==> src/gp_pkg.sv <==
// Functional notes
// - direction one tristates pin as input
// - direction zero drives latch onto pin
// - data read returns pins, write sets latch
// - writes are read-modify-write on pin levels; the code stores the written byte whole in the latch
// - direction governs driver even when analog
// - analog pins read as zero
// - analog select forces digital reads zero
// - analog select leaves digital output unaffected
// - data registers eight bits, undefined after reset
// - direction registers reset to all ones
// - fourth port eight bits bidirectional
// - absent fourth port reads zero
// - select bit places second capcomp pin
// - bit0 timer osc/clock, bit1 osc in/capcomp
// - bit2 first capcomp unit
// - bits3-5 serial clock, data in, out
// - bits6-7 async serial or sync serial
// - analog select resets to all ones
package gp_pkg;
    localparam logic [3:0] ADDR_THIRD_DATA = 4'h0;
    localparam logic [3:0] ADDR_THIRD_DIR = 4'h1;
    localparam logic [3:0] ADDR_ALT_SEL = 4'h2;
    localparam logic [3:0] ADDR_FOURTH_DATA = 4'h3;
    localparam logic [3:0] ADDR_FOURTH_DIR = 4'h4;
    localparam logic [3:0] ADDR_FOURTH_ANA = 4'h5;
    localparam logic [7:0] DIR_RESET = 8'hff;
    localparam logic [7:0] ANA_RESET = 8'hff;
    localparam logic [7:0] ALT_RESET = 8'h00;
    localparam logic [7:0] ALT_MASK = 8'h03;
    localparam int CAPCOMP2_SEL_BIT = 0;
    // peripheral request to take over pins, one bit per pin of the port
    typedef struct packed {
        logic [7:0] claim;
        logic [7:0] drive;
        logic [7:0] out_en;
    } gp_periph_t;
    typedef struct packed {
        logic [7:0] third_latch;
        logic [7:0] third_dir;
        logic [7:0] alt_sel;
        logic [7:0] fourth_latch;
        logic [7:0] fourth_dir;
        logic [7:0] fourth_ana;
        logic [31:0] rdata;
        logic rvalid;
    } gp_state_t;
endpackage

==> src/gp_ports.sv <==
// The Avalon-MM interface to the registers and the address map were decided locally.
`timescale 1ns/1ps
module gp_ports #(
    parameter bit HAS_FOURTH = 1'b1
) (
    input wire logic i_clk,
    input wire logic i_sys_rst,
    input wire logic [5:0] i_avs_address,
    input wire logic i_avs_read,
    input wire logic i_avs_write,
    input wire logic [31:0] i_avs_writedata,
    input wire logic [3:0] i_avs_byteenable,
    output logic [31:0] o_avs_readdata,
    output logic o_avs_waitrequest,
    input wire logic [7:0] i_third_pin,
    output logic [7:0] o_third_pin,
    output logic [7:0] o_third_pin_oe_n,
    input wire logic [7:0] i_fourth_pin,
    output logic [7:0] o_fourth_pin,
    output logic [7:0] o_fourth_pin_oe_n,
    input wire gp_pkg::gp_periph_t i_third_periph,
    input wire logic i_capcomp2_drive,
    input wire logic i_capcomp2_out_en,
    input wire logic i_capcomp2_enable,
    output logic o_capcomp2_on_third,
    output logic [7:0] o_third_periph_in
);
    gp_pkg::gp_state_t st_reg;
    gp_pkg::gp_state_t st_next;
    gp_pkg::gp_periph_t merged;
    logic [3:0] idx;
    logic wr_ok;
    logic [7:0] wbyte;
    logic [7:0] third_rd;
    logic [7:0] fourth_rd;

    // fourth port registers read as zero when the port is not built
    function automatic logic [7:0] fourth_view(input logic [7:0] v);
        if (HAS_FOURTH) begin
            return v;
        end
        return 8'h00;
    endfunction

    // word index; only lane 0 carries data
    assign idx = i_avs_address[5:2];
    assign wr_ok = i_avs_write && i_avs_byteenable[0];
    assign wbyte = i_avs_writedata[7:0];

    // second capcomp unit lands on bit1 of this port when select bit set
    always_comb begin
        merged = i_third_periph;
        o_capcomp2_on_third = st_reg.alt_sel[gp_pkg::CAPCOMP2_SEL_BIT];
        if (o_capcomp2_on_third && i_capcomp2_enable) begin
            merged.claim[1] = 1'b1;
            merged.drive[1] = i_capcomp2_drive;
            merged.out_en[1] = i_capcomp2_out_en;
        end
    end

    // pin drivers: peripheral claim overrides latch and direction
    always_comb begin
        for (int b = 0; b < 8; b++) begin
            if (merged.claim[b]) begin
                o_third_pin[b] = merged.drive[b];
                o_third_pin_oe_n[b] = ~merged.out_en[b];
            end else begin
                o_third_pin[b] = st_reg.third_latch[b];
                o_third_pin_oe_n[b] = st_reg.third_dir[b];
            end
        end
        // analog select does not touch output path
        o_fourth_pin = HAS_FOURTH ? st_reg.fourth_latch : 8'h00;
        o_fourth_pin_oe_n = HAS_FOURTH ? st_reg.fourth_dir : 8'hff;
    end

    // pin levels seen by software
    assign third_rd = i_third_pin;
    assign fourth_rd = fourth_view(i_fourth_pin & ~st_reg.fourth_ana);
    assign o_third_periph_in = i_third_pin;

    // register next state; reads answered one cycle later
    always_comb begin
        st_next = st_reg;
        st_next.rvalid = 1'b0;
        st_next.rdata = 32'h0000_0000;
        if (i_avs_read && !st_reg.rvalid) begin
            st_next.rvalid = 1'b1;
            unique case (idx)
                gp_pkg::ADDR_THIRD_DATA: st_next.rdata[7:0] = third_rd;
                gp_pkg::ADDR_THIRD_DIR: st_next.rdata[7:0] = st_reg.third_dir;
                gp_pkg::ADDR_ALT_SEL: st_next.rdata[7:0] = st_reg.alt_sel;
                gp_pkg::ADDR_FOURTH_DATA: st_next.rdata[7:0] = fourth_rd;
                gp_pkg::ADDR_FOURTH_DIR:
                    st_next.rdata[7:0] = fourth_view(st_reg.fourth_dir);
                gp_pkg::ADDR_FOURTH_ANA:
                    st_next.rdata[7:0] = fourth_view(st_reg.fourth_ana);
                default: st_next.rdata = 32'h0000_0000;
            endcase
        end
        if (wr_ok) begin
            unique case (idx)
                // whole byte replaces the latch; pin image read is discarded
                gp_pkg::ADDR_THIRD_DATA: st_next.third_latch = wbyte;
                gp_pkg::ADDR_THIRD_DIR: st_next.third_dir = wbyte;
                gp_pkg::ADDR_ALT_SEL: st_next.alt_sel = wbyte & gp_pkg::ALT_MASK;
                gp_pkg::ADDR_FOURTH_DATA: st_next.fourth_latch = wbyte;
                gp_pkg::ADDR_FOURTH_DIR: st_next.fourth_dir = wbyte;
                gp_pkg::ADDR_FOURTH_ANA: st_next.fourth_ana = wbyte;
                default: st_next.rvalid = st_next.rvalid;
            endcase
        end
    end

    // data latches keep contents over reset (undefined value)
    always_ff @(posedge i_clk) begin
        st_reg <= st_next;
        if (i_sys_rst) begin
            st_reg.third_dir <= gp_pkg::DIR_RESET;
            st_reg.fourth_dir <= gp_pkg::DIR_RESET;
            st_reg.fourth_ana <= gp_pkg::ANA_RESET;
            st_reg.alt_sel <= gp_pkg::ALT_RESET;
            st_reg.rvalid <= 1'b0;
            st_reg.rdata <= 32'h0000_0000;
        end
    end

    // writes finish at once, reads wait one cycle
    assign o_avs_waitrequest = i_avs_read && !st_reg.rvalid;
    assign o_avs_readdata = st_reg.rdata;

    // directions come out of reset as all inputs
    property p_dir_reset;
        @(posedge i_clk)
        i_sys_rst |=> (st_reg.third_dir == 8'hff && st_reg.fourth_dir == 8'hff);
    endproperty
    a_dir_reset: assert property (p_dir_reset)
        else $error("direction not all ones after reset");

    // analog select comes out of reset as all analog, alt select clear
    property p_ana_reset;
        @(posedge i_clk)
        i_sys_rst |=> (st_reg.fourth_ana == 8'hff && st_reg.alt_sel == 8'h00);
    endproperty
    a_ana_reset: assert property (p_ana_reset)
        else $error("analog or alt select wrong after reset");

    // input pin is released
    property p_input_tristate;
        @(posedge i_clk) disable iff (i_sys_rst)
        (!merged.claim[0] && st_reg.third_dir[0]) |-> o_third_pin_oe_n[0];
    endproperty
    a_input_tristate: assert property (p_input_tristate)
        else $error("input pin driven");

    // fourth port all inputs means no pin driven
    property p_fourth_tristate;
        @(posedge i_clk) disable iff (i_sys_rst)
        (st_reg.fourth_dir == 8'hff) |-> (o_fourth_pin_oe_n == 8'hff);
    endproperty
    a_fourth_tristate: assert property (p_fourth_tristate)
        else $error("fourth port input pin driven");

    // output pin drives its latch
    property p_drive_latch;
        @(posedge i_clk) disable iff (i_sys_rst)
        (!merged.claim[3] && !st_reg.third_dir[3]) |->
        (!o_third_pin_oe_n[3] && o_third_pin[3] == st_reg.third_latch[3]);
    endproperty
    a_drive_latch: assert property (p_drive_latch)
        else $error("output pin not driving latch");

    // fourth port outputs drive their latch
    property p_drive_fourth;
        @(posedge i_clk) disable iff (i_sys_rst)
        (HAS_FOURTH && st_reg.fourth_dir == 8'h00) |-> (o_fourth_pin == st_reg.fourth_latch);
    endproperty
    a_drive_fourth: assert property (p_drive_fourth)
        else $error("fourth port not driving latch");

    // analog pins read back as zero
    property p_analog_zero;
        @(posedge i_clk) disable iff (i_sys_rst)
        (i_avs_read && !st_reg.rvalid && idx == gp_pkg::ADDR_FOURTH_DATA) |=>
        ((st_reg.rdata[7:0] & $past(st_reg.fourth_ana)) == 8'h00);
    endproperty
    a_analog_zero: assert property (p_analog_zero)
        else $error("analog pin read nonzero");

    // analog select leaves output drivers alone
    property p_analog_drive;
        @(posedge i_clk) disable iff (i_sys_rst)
        (HAS_FOURTH && st_reg.fourth_ana == 8'hff && st_reg.fourth_dir == 8'h00) |->
        (o_fourth_pin_oe_n == 8'h00);
    endproperty
    a_analog_drive: assert property (p_analog_drive)
        else $error("analog select blocked output");

    // write stores the byte in the third port latch
    property p_write_latch;
        @(posedge i_clk) disable iff (i_sys_rst)
        (wr_ok && idx == gp_pkg::ADDR_THIRD_DATA) |=> st_reg.third_latch == $past(wbyte);
    endproperty
    a_write_latch: assert property (p_write_latch)
        else $error("latch not updated by write");

    // write stores the byte in the fourth port latch
    property p_write_fourth;
        @(posedge i_clk) disable iff (i_sys_rst)
        (wr_ok && idx == gp_pkg::ADDR_FOURTH_DATA) |=> st_reg.fourth_latch == $past(wbyte);
    endproperty
    a_write_fourth: assert property (p_write_fourth)
        else $error("fourth latch not updated by write");

    // write stores the third port direction
    property p_write_dir;
        @(posedge i_clk) disable iff (i_sys_rst)
        (wr_ok && idx == gp_pkg::ADDR_THIRD_DIR) |=> st_reg.third_dir == $past(wbyte);
    endproperty
    a_write_dir: assert property (p_write_dir)
        else $error("direction not updated by write");

    // direction holds when not written
    property p_dir_hold;
        @(posedge i_clk) disable iff (i_sys_rst)
        !(wr_ok && idx == gp_pkg::ADDR_THIRD_DIR) |=> st_reg.third_dir == $past(st_reg.third_dir);
    endproperty
    a_dir_hold: assert property (p_dir_hold)
        else $error("direction changed without write");

    // alt select keeps only its implemented bits
    property p_write_alt;
        @(posedge i_clk) disable iff (i_sys_rst)
        (wr_ok && idx == gp_pkg::ADDR_ALT_SEL) |=> st_reg.alt_sel == ($past(wbyte) & 8'h03);
    endproperty
    a_write_alt: assert property (p_write_alt)
        else $error("alt select write wrong");

    // unimplemented alt select bits stay clear
    property p_alt_mask;
        @(posedge i_clk) disable iff (i_sys_rst)
        st_reg.alt_sel[7:2] == 6'h00;
    endproperty
    a_alt_mask: assert property (p_alt_mask)
        else $error("alt select upper bits set");

    // data read returns pin levels after one wait cycle
    property p_pin_read;
        @(posedge i_clk) disable iff (i_sys_rst)
        (i_avs_read && !st_reg.rvalid && idx == gp_pkg::ADDR_THIRD_DATA) |=>
        (o_avs_readdata[7:0] == $past(i_third_pin) && !o_avs_waitrequest);
    endproperty
    a_pin_read: assert property (p_pin_read)
        else $error("pin read wrong");

    // a fresh read is stalled
    property p_read_wait;
        @(posedge i_clk) disable iff (i_sys_rst)
        (i_avs_read && !st_reg.rvalid) |-> o_avs_waitrequest;
    endproperty
    a_read_wait: assert property (p_read_wait)
        else $error("read not stalled");

    // read answer follows one cycle later
    property p_read_answer;
        @(posedge i_clk) disable iff (i_sys_rst)
        (i_avs_read && !st_reg.rvalid) |=> st_reg.rvalid;
    endproperty
    a_read_answer: assert property (p_read_answer)
        else $error("read not answered");

    // writes without a read are never stalled
    property p_write_no_wait;
        @(posedge i_clk) disable iff (i_sys_rst)
        (i_avs_write && !i_avs_read) |-> !o_avs_waitrequest;
    endproperty
    a_write_no_wait: assert property (p_write_no_wait)
        else $error("write stalled");

    // only the low byte ever carries data
    property p_rdata_upper;
        @(posedge i_clk) disable iff (i_sys_rst)
        o_avs_readdata[31:8] == 24'h00_0000;
    endproperty
    a_rdata_upper: assert property (p_rdata_upper)
        else $error("read data upper bits set");

    // read data is zero outside an answer
    property p_rdata_idle;
        @(posedge i_clk) disable iff (i_sys_rst)
        !st_reg.rvalid |-> o_avs_readdata == 32'h0000_0000;
    endproperty
    a_rdata_idle: assert property (p_rdata_idle)
        else $error("read data not idle");

    // analog select reads back as stored
    property p_ana_read;
        @(posedge i_clk) disable iff (i_sys_rst)
        (i_avs_read && !st_reg.rvalid && idx == gp_pkg::ADDR_FOURTH_ANA) |=>
        (o_avs_readdata[7:0] == (HAS_FOURTH ? $past(st_reg.fourth_ana) : 8'h00));
    endproperty
    a_ana_read: assert property (p_ana_read)
        else $error("analog select read wrong");

    // absent fourth port reads zero
    property p_absent_read;
        @(posedge i_clk) disable iff (i_sys_rst)
        (!HAS_FOURTH && i_avs_read && !st_reg.rvalid && idx == gp_pkg::ADDR_FOURTH_DATA) |=>
        (o_avs_readdata == 32'h0000_0000);
    endproperty
    a_absent_read: assert property (p_absent_read)
        else $error("absent port read nonzero");

    // absent fourth port never drives its pins
    property p_absent_pins;
        @(posedge i_clk) disable iff (i_sys_rst)
        !HAS_FOURTH |-> (o_fourth_pin_oe_n == 8'hff);
    endproperty
    a_absent_pins: assert property (p_absent_pins)
        else $error("absent port drives pins");

    // claimed pin carries the peripheral value
    property p_claim;
        @(posedge i_clk) disable iff (i_sys_rst)
        merged.claim[6] |-> o_third_pin[6] == merged.drive[6];
    endproperty
    a_claim: assert property (p_claim)
        else $error("peripheral not routed");

    // claimed pin direction follows the peripheral
    property p_claim_oe;
        @(posedge i_clk) disable iff (i_sys_rst)
        merged.claim[6] |-> o_third_pin_oe_n[6] == !merged.out_en[6];
    endproperty
    a_claim_oe: assert property (p_claim_oe)
        else $error("peripheral direction not routed");

    // timer oscillator pin direction follows the peripheral
    property p_bit0_timer;
        @(posedge i_clk) disable iff (i_sys_rst)
        i_third_periph.claim[0] |-> o_third_pin_oe_n[0] == !i_third_periph.out_en[0];
    endproperty
    a_bit0_timer: assert property (p_bit0_timer)
        else $error("timer pin direction wrong");

    // first capcomp unit drives bit2
    property p_bit2_capcomp;
        @(posedge i_clk) disable iff (i_sys_rst)
        i_third_periph.claim[2] |-> o_third_pin[2] == i_third_periph.drive[2];
    endproperty
    a_bit2_capcomp: assert property (p_bit2_capcomp)
        else $error("first capcomp not routed");

    // serial data out drives bit5
    property p_bit5_serial;
        @(posedge i_clk) disable iff (i_sys_rst)
        i_third_periph.claim[5] |-> o_third_pin[5] == i_third_periph.drive[5];
    endproperty
    a_bit5_serial: assert property (p_bit5_serial)
        else $error("serial output not routed");

    // peripherals see the pin levels
    property p_periph_in;
        @(posedge i_clk) disable iff (i_sys_rst)
        o_third_periph_in == i_third_pin;
    endproperty
    a_periph_in: assert property (p_periph_in)
        else $error("peripheral input wrong");

    // second capcomp unit placed on bit1 when selected
    property p_route2;
        @(posedge i_clk) disable iff (i_sys_rst)
        (st_reg.alt_sel[0] && i_capcomp2_enable) |-> o_third_pin[1] == i_capcomp2_drive;
    endproperty
    a_route2: assert property (p_route2)
        else $error("second capcomp not placed");

    // bit1 stays with the port when not selected
    property p_route2_off;
        @(posedge i_clk) disable iff (i_sys_rst)
        (!st_reg.alt_sel[0] && !i_third_periph.claim[1]) |->
        (o_third_pin_oe_n[1] == st_reg.third_dir[1]);
    endproperty
    a_route2_off: assert property (p_route2_off)
        else $error("second capcomp placed while off");
endmodule

==> config.mk <==
export PLATFORM = sky130hd
export DESIGN_NAME = gp_ports
export DESIGN_NICKNAME = d
export VERILOG_FILES = /design/src/gp_pkg.sv /design/src/gp_ports.sv
export SDC_FILE = /design/constraint.sdc
export NUM_CORES = 1
export LEC_CHECK = 0
export BUFFER_PORTS_ARGS = -buffer_cell sky130_fd_sc_hd__buf_2
export CORE_ASPECT_RATIO = 1.75
export CORE_MARGIN = 2
export CORE_UTILIZATION = 47
export DETAILED_ROUTE_END_ITERATION = 8
export PLACE_DENSITY = 0.93
export SLEW_MARGIN = 5
export SYNTH_ARGS = -nofsm -noshare
export SYNTH_HDL_FRONTEND = slang
export SYNTH_SLANG_ARGS = --single-unit
export TNS_END_PERCENT = 10
==> constraint.sdc <==
create_clock -name i_clk -period 4.17 [get_ports i_clk]
set_clock_uncertainty 0.05 [all_clocks]
set_input_delay 0.417 -clock i_clk [delete_from_list [all_inputs] [get_ports i_clk]]
set_output_delay 0.417 -clock i_clk [all_outputs]
set_load 0.02 [all_outputs]
==> summary.txt, run 1 <==
Setup path
  • Critical Path AT: 2.07 ns
  • Register-to-Register Path Depth: 3
  • Reg-to-Reg End: o_avs_readdata[6]
  • Req. time, crit path: 4.32 ns
  • CP Capture Type: flip-flop
  • Setup crit start kind: primary input
  • Reg-to-Reg Start: st_reg[71]
  • Setup CP Type: in2reg
  • R2r setup slk: 2.96 ns
  • Worst-path fanout max: 20

Finish
  • Antenna diode count: 0
  • Max reg flops: 26
  • Post-layout util: 54.2%
  • NumNets Final: 433
  • Fraction of layout cells with a size suffix above 1: 42.6%
  • P&R area growth vs syn: 13.6%
  • Design Area, Final: 3140 sq um

Clock tree
  • Clk sinks: 51
  • CTS max path bufs: 2
  • Setup Fix Bufs, Post-CTS: 0
  • Clock latency on the worst-skew pair: 0.30 ns
  • Root buffer selected by CTS: clkbuf_8
  • CTS Buf Count: 5
  • Cells resized by post-CTS repair: 0
  • CTS tree: built
  • # H-tree levels: 2
  • # hold bufs at CTS: 0
  • Clock slew at reported path FFs: 0.09 ns

Min path
  • Worst min-delay path class: in2reg
  • Hold path depth: 1
  • Hold Startpoint: i_avs_writedata[7]
  • Hold Path Sink: st_reg[80]

Floorplan
  • Die X: 61.9 microns
  • Die area: 6530 sq um
  • Die H: 105 microns
  • # IOs: 163
  • Initial Util: 47.7%
  • CORE AREA: 5790 sq um
  • Row cnt: 37

Global route
  • Initial antenna violation count: 0
  • Largest net degree at the start of global routing: 28
  • Gr ovfl total: 0
  • Overall Global Routing Usage: 20.4%
  • Number of global-route vias before repair: 2166
  • First-pass GRT wire length: 10100 microns

Timing
  • Setup_tns: 0 ns
  • Slew Viols, Final: 0
  • Slew @ Worst Pin: 0.704 ns
  • Slew HR: 53.0%
  • Tmin final: 1.91 ns
  • Final setup fails: 0
  • Final Hold Fails: 0
  • Tcrit/Tclk final: 45.9%
  • RSZ-0062 raised after global routing: false
  • Fmax: 522 MHz

Routing
  • Wire length per cell: 15.3 microns
  • First-pass DRT Iterations: 5
  • Vias: 2251
  • Vias per cell: 5.32
  • Final ANT Viol Nets: 0
  • Routed Wire Length: 6480 microns
  • DRC: 0
  • Detailed Route Iter0 Violations: 106

Logic synthesis
  • Post-Synthesis Cell Area: 2760 sq um
  • Post-synth EDFFs: 16
  • Ys async rst share: 0%
  • Synth Register Bits: 51
  • Synth cell types: 33
  • Most used DFF post-synth: dfxtp_1
  • Ys Warns: 0
  • Post-synthesis sequential area ratio: 42.8%
  • Mean Syn Cell Area: 10.1 sq um
  • Mapped Cells: 272

Job
  • Max Cap Violations: 0

Power and ir drop
  • VDD IR max: 0.196 mV
  • Power Density: 324 nW/um^2
  • LEAKAGE: 1.44 nW

Status
  • Outcome: completed

Placement
  • Hpwl dp: 5030 microns
  • Routability Congestion: 0.832
  • Port Buffers: 109
  • Post-Place Cell Area: 3020 sq um
cell usage after synthesis (2+ instances only):
cell type | n | area share [%]
dfxtp_1 | 35 | 25
nand2_1 | 8 | 1.1
buf_4 | 59 | 16
a311o_1 | 2 | 0.73
a211o_1 | 22 | 7.0
nor3_1 | 3 | 0.54
clkbuf_1 | 4 | 0.54
mux2_2 | 21 | 8.6
edfxtp_1 | 16 | 17
nor2b_1 | 3 | 0.68
nand3_1 | 2 | 0.36
and3_1 | 23 | 5.2
a32oi_1 | 10 | 3.2
nand2_2 | 2 | 0.45
o21ai_0 | 3 | 0.54
nor2_1 | 11 | 1.5
buf_2 | 6 | 1.1
inv_1 | 8 | 1.1
a21oi_1 | 20 | 3.6
power by group:
group          internal (mW)  total, mW  switching [mW]
combinational         0.0544      0.150          0.0952
sequential             0.517      0.521         0.00365
clock                  0.181      0.346           0.165
total                  0.752       1.02           0.264
cells by family after synthesis:
group | count (synthesis) | synth area share (%)
buf+inv | 78 | 18.9
other cells | 1 | 0.136
compound gates | 58 | 15.3
mux | 23 | 9.75
flops | 51 | 42.8
simple gates | 61 | 13.1
per-layer routing:
metal	vias to the layer above	GRT usage [%]	part of all wire (%)	wire length, microns
li1	1056	-	-	-
met1	1053	22.9	37	2370
met2	124	34.4	55	3550
met3	18	4.29	5.8	373
met4	0	10.5	2.9	185
met5	-	0	0	0
through the flow:
step | setup slack [ns] | total power, mW | hold WS (ns) | std cells
after floorplan | 2.34 | 0.647 | 0.360 | 295
after global placement | 2.03 | 0.676 | 0.371 | 415
after detailed placement | 1.98 | 0.680 | 0.383 | 415
after CTS | 2.32 | 1.02 | 0.288 | 423
after global routing | 2.17 | 1.06 | 0.284 | 423
final | 2.26 | 1.02 | 0.294 | 423
layout make-up:
cell class / count / area, sq um
Multi-Input combinational cell: 166 / 1140
Inverter: 8 / 30.0
Clock buffer: 5 / 68.8
Timing Repair Buffer: 112 / 568
Fill cell: 522 / 2650
Sequential cell: 51 / 1180
Tap cell: 78 / 97.6
Clock inverter: 3 / 46.3
cells in the final DEF, fill, tap and decap left out:
cell / count
nor2b_1: 3
buf_2: 109
a211o_1: 22
nand3_1: 2
nor4bb_1: 1
nor3b_1: 1
mux2_2: 21
nand2_2: 2
nand2_1: 8
clkinvlp_4: 1
inv_1: 8
a32oi_1: 10
mux2i_1: 1
dfxtp_1: 35
nor4b_1: 1
and4b_1: 1
nand2_4: 1
mux4_2: 1
and3_1: 23
nor3b_2: 1
a311o_1: 2
nand4bb_1: 1
o21ai_0: 3
a21oi_1: 20
nand2b_1: 1
bufinv_16: 1
and4bb_2: 1
edfxtp_1: 16
nor3_1: 3
inv_6: 1
buf_4: 3
conb_1: 24
o211ai_1: 1
nor2_1: 11
clkbuf_8: 5
critical path: stages:
cell     delay, ns
buf_2         0.35
and4b_1       0.74
nand2_2       0.22
a211o_1       0.34
worst max path at each step:
stage                          start          to  slack [ns]
finish              i_avs_address[4]  st_reg[35]        2.26
global route        i_avs_address[4]  st_reg[38]        2.17
CTS                 i_avs_address[4]  st_reg[35]        2.32
detailed placement  i_avs_address[4]  st_reg[35]        1.98
global placement    i_avs_address[4]  st_reg[39]        2.03
floorplan           i_avs_address[4]  st_reg[73]        2.34
Power figures use the tool's default switching activity.
==> run 2, diff against run 1 <==
--- a/config.mk
+++ b/config.mk
@@ -5,12 +5,13 @@
 export SDC_FILE = /design/constraint.sdc
 export NUM_CORES = 1
 export LEC_CHECK = 0
+export ABC_AREA = 1
 export BUFFER_PORTS_ARGS = -buffer_cell sky130_fd_sc_hd__buf_2
 export CORE_ASPECT_RATIO = 1.75
 export CORE_MARGIN = 2
-export CORE_UTILIZATION = 47
+export CORE_UTILIZATION = 39
 export DETAILED_ROUTE_END_ITERATION = 8
-export PLACE_DENSITY = 0.93
+export PLACE_DENSITY = 0.83
 export SLEW_MARGIN = 5
 export SYNTH_ARGS = -nofsm -noshare
 export SYNTH_HDL_FRONTEND = slang
==> constraint.sdc (replaced) <==
create_clock -name i_clk -period 1.7 [get_ports i_clk]
set_clock_uncertainty 0.05 [all_clocks]
set_input_delay 0.17 -clock i_clk [delete_from_list [all_inputs] [get_ports i_clk]]
set_output_delay 0.17 -clock i_clk [all_outputs]
set_load 0.02 [all_outputs]
==> summary.txt, run 2 <==
Status
  • Outcome: completed

Finish
  • Design Area, Final: 3200 sq um (+2.1%)
  • NumNets Final: 517 (+19%)
  • P&R area growth vs syn: 16.8%
  • Antenna diode count: 0 (unchanged)
  • Most frequent cells in the layout: buf_2, nand3_1, nand2_1
  • Max reg flops: 26 (unchanged)
  • Non-Filler Instances: 513 (+21%)
  • Fraction of layout cells with a size suffix above 1: 33.3% (-9.3 points)
  • Leading cell type in the layout, fill and taps excluded: buf_2

Placement
  • Routability Congestion: 0.894 (+7.4%)
  • Port Buffers: 109 (unchanged)
  • Dpl cells: 505 (+22%)
  • Pre-CTS setup slack: 0.258 ns (-1.72 ns)
  • Post-Place Cell Area: 3060 sq um (+1.3%)
  • Hpwl dp: 5420 microns (+7.6%)

Timing
  • Tcrit/Tclk final: 82.7%
  • Setup ws final: 0.294 ns (-1.96 ns)
  • Fmax: 711 MHz
  • Setup_tns: 0 ns (unchanged)
  • Final setup fails: 0 (unchanged)
  • RSZ-0062 raised after global routing: false
  • Slew Viols, Final: 0 (unchanged)
  • Tmin final: 1.41 ns
  • Hold WS: 0.0872 ns (-0.206 ns)
  • Final Hold Fails: 0 (unchanged)

Routing
  • Wire length per cell: 13.5 microns (-12%)
  • Final ANT Viol Nets: 0 (unchanged)
  • DRC: 0 (unchanged)
  • Vias: 2492 (+11%)
  • First-pass DRT Iterations: 6 (+1)
  • Routed Wire Length: 6920 microns (+6.8%)
  • Detailed Route Iter0 Violations: 123 (+16%)
  • Vias per cell: 4.86 (-8.7%)

Global route
  • Layer with the highest usage: met2
  • Largest net degree at the start of global routing: 29 (+3.6%)
  • Met3 usage: 2.74% (-1.6 points)
  • Gr ovfl total: 0 (unchanged)
  • First-pass GRT wire length: 10900 microns (+8.5%)
  • GR Util met2: 36.0% (+1.6 points)
  • GRT met1 Usage: 19.2% (-3.6 points)
  • Initial antenna violation count: 0 (unchanged)
  • Number of global-route vias before repair: 2348 (+8.4%)
  • Overall Global Routing Usage: 19.0% (-1.4 points)

Power and ir drop
  • Combinational share of power: 15.0% (+0.3 points)
  • Switching part of the total power: 26.5% (+0.51 points)
  • Net Switching: 0.700 mW (+160%)
  • LEAKAGE: 1.62 nW (+13%)
  • Power Density: 825 nW/um^2 (+150%)
  • Flop pwr share: 48.6% (-2.6 points)
  • VDD IR max: 0.436 mV (+120%)
  • Clk network pwr share: 36.4% (+2.4 points)
  • Internal power consumption: 1.94 mW (+160%)

Logic synthesis
  • Most common cell in the synthesized netlist: nand3_1
  • Most used DFF post-synth: dfxtp_1
  • Top post-synthesis cells by area: dfxtp_1, edfxtp_1, buf_4
  • Top cells by count, synth: nand3_1, nand2_1, buf_4
  • Synth Register Bits: 51 (unchanged)
  • Post-synth EDFFs: 16 (unchanged)
  • Leading area contributor after synthesis: dfxtp_1
  • Post-Synthesis Cell Area: 2740 sq um (-0.73%)
  • Post-synthesis sequential area ratio: 43.1% (+0.31 points)
  • Mapped Cells: 346 (+27%)
  • Synth cell types: 23 (-30%)
  • Mean Syn Cell Area: 7.92 sq um (-22%)
  • Ys Warns: 0 (unchanged)
  • Share of the synthesized area in the top cell type: 25.6% (+0.19 points)
  • Ys async rst share: 0% (unchanged)

Floorplan
  • # IOs: 163 (unchanged)
  • Initial Util: 40.0% (-7.7 points)
  • Die area: 7740 sq um (+19%)
  • CORE AREA: 6860 sq um (+18%)
  • Die H: 115 microns (+9.0%)
  • Die X: 67.4 microns (+8.8%)
  • Row cnt: 40 (+8.1%)

Setup path
  • Setup crit start kind: flip-flop
  • Slowest stage cell on the critical path: dfxtp_1
  • Req. time, crit path: 1.48 ns (-2.84 ns)
  • Max incr delay on CP: 0.39 ns (-0.35 ns)
  • Worst path bufs/invs: 1 (unchanged)
  • Critical Path AT: 1.19 ns (-0.88 ns)
  • Crit path max-delay family: flip-flops
  • Worst-path fanout max: 5 (-75%)
  • CP Capture Type: primary output
  • Setup CP Type: reg2out
  • Crit-path cells: nand2_1 > o211ai_1 > buf_2

Clock tree
  • CTS max path bufs: 2 (unchanged)
  • Setup Fix Bufs, Post-CTS: 0 (unchanged)
  • Clk sinks: 51 (unchanged)
  • Clock slew at reported path FFs: 0.07 ns (-0.02 ns)
  • CTS tree: built
  • Cells resized by post-CTS repair: 0 (unchanged)
  • # H-tree levels: 2 (unchanged)
  • # hold bufs at CTS: 0 (unchanged)
  • Clock latency on the worst-skew pair: 0.29 ns (about the same)
  • CTS Buf Count: 5 (unchanged)
  • Root buffer selected by CTS: clkbuf_16

Job
  • Max Cap Violations: 0 (unchanged)

Min path
  • Worst min-delay path class: in2reg
run 2: changes by cell type in the layout (fill, tap and decap cells not counted), sizes merged, moves of 3 or more:
cell	before	now
nand3	2	81
nand2	11	65
nor2	11	36
and3	23	0
a211o	22	0
mux2	21	7
inv	9	21
a32oi	10	0
a21oi	20	11
clkinv	0	7
buf	112	116
nor2b	3	0
run 2: layer usage:
metal	vias up	share of wire (%)
li1	1218	-
met1	1137	35
met2	122	55
met3	15	6.8
met4	0	3.3
met5	-	0
run 2: power by group through the flow:
stage / clock, mW / combinational (mW) / sequential [mW]
2_1_floorplan: 0 / 0.300 / 1.31
3_3_place_gp: 0 / 0.389 / 1.31
3_5_place_dp: 0 / 0.396 / 1.31
4_1_cts: 0.972 / 0.397 / 1.28
5_1_grt: 1.02 / 0.436 / 1.28
6_report: 0.962 / 0.397 / 1.28
run 2: worst register-to-register path, stage by stage, from the launching register on:
cell     delay (ns)
dfxtp_1        0.30
nor2_1         0.13
nand2_1        0.23
a21oi_1        0.19
run 2: final timing paths:
check	start	endpoint	slack (ns)	cells after the start
hold reg to reg	st_reg[58]	st_reg[58]	0.41	2
setup reg to reg	st_reg[0]	o_avs_readdata[1]	0.73	3
setup / recovery	o_capcomp2_on_third	o_third_pin_oe_n[1]	0.29	3
hold / removal	i_avs_writedata[7]	st_reg[80]	0.09	1
run 2: cells by family after synthesis:
family | after synthesis | share of synthesized area, %
compound gates | 14 | 2.65
simple gates | 184 | 30.2
mux | 7 | 2.88
flops | 51 | 43.1
other cells | 1 | 0.137
buf+inv | 89 | 21.0
run 2: final cells by class:
cell class                 count  area [sq um]
clock buffer                   5           125
clock inverter                 3          15.0
fill                         675          3660
inverter                      25          97.6
multi-input combinational    229          1080
sequential                    51          1180
tap                           84           105
timing repair buffer         116           598
run 2: through the flow:
stage / utilization (%) / total power, mW
6_report: 46.7 / 2.64
5_1_grt: 46.7 / 2.74
4_1_cts: 46.7 / 2.65
3_5_place_dp: 44.6 / 1.71
3_3_place_gp: 44.6 / 1.70
2_1_floorplan: - / 1.61
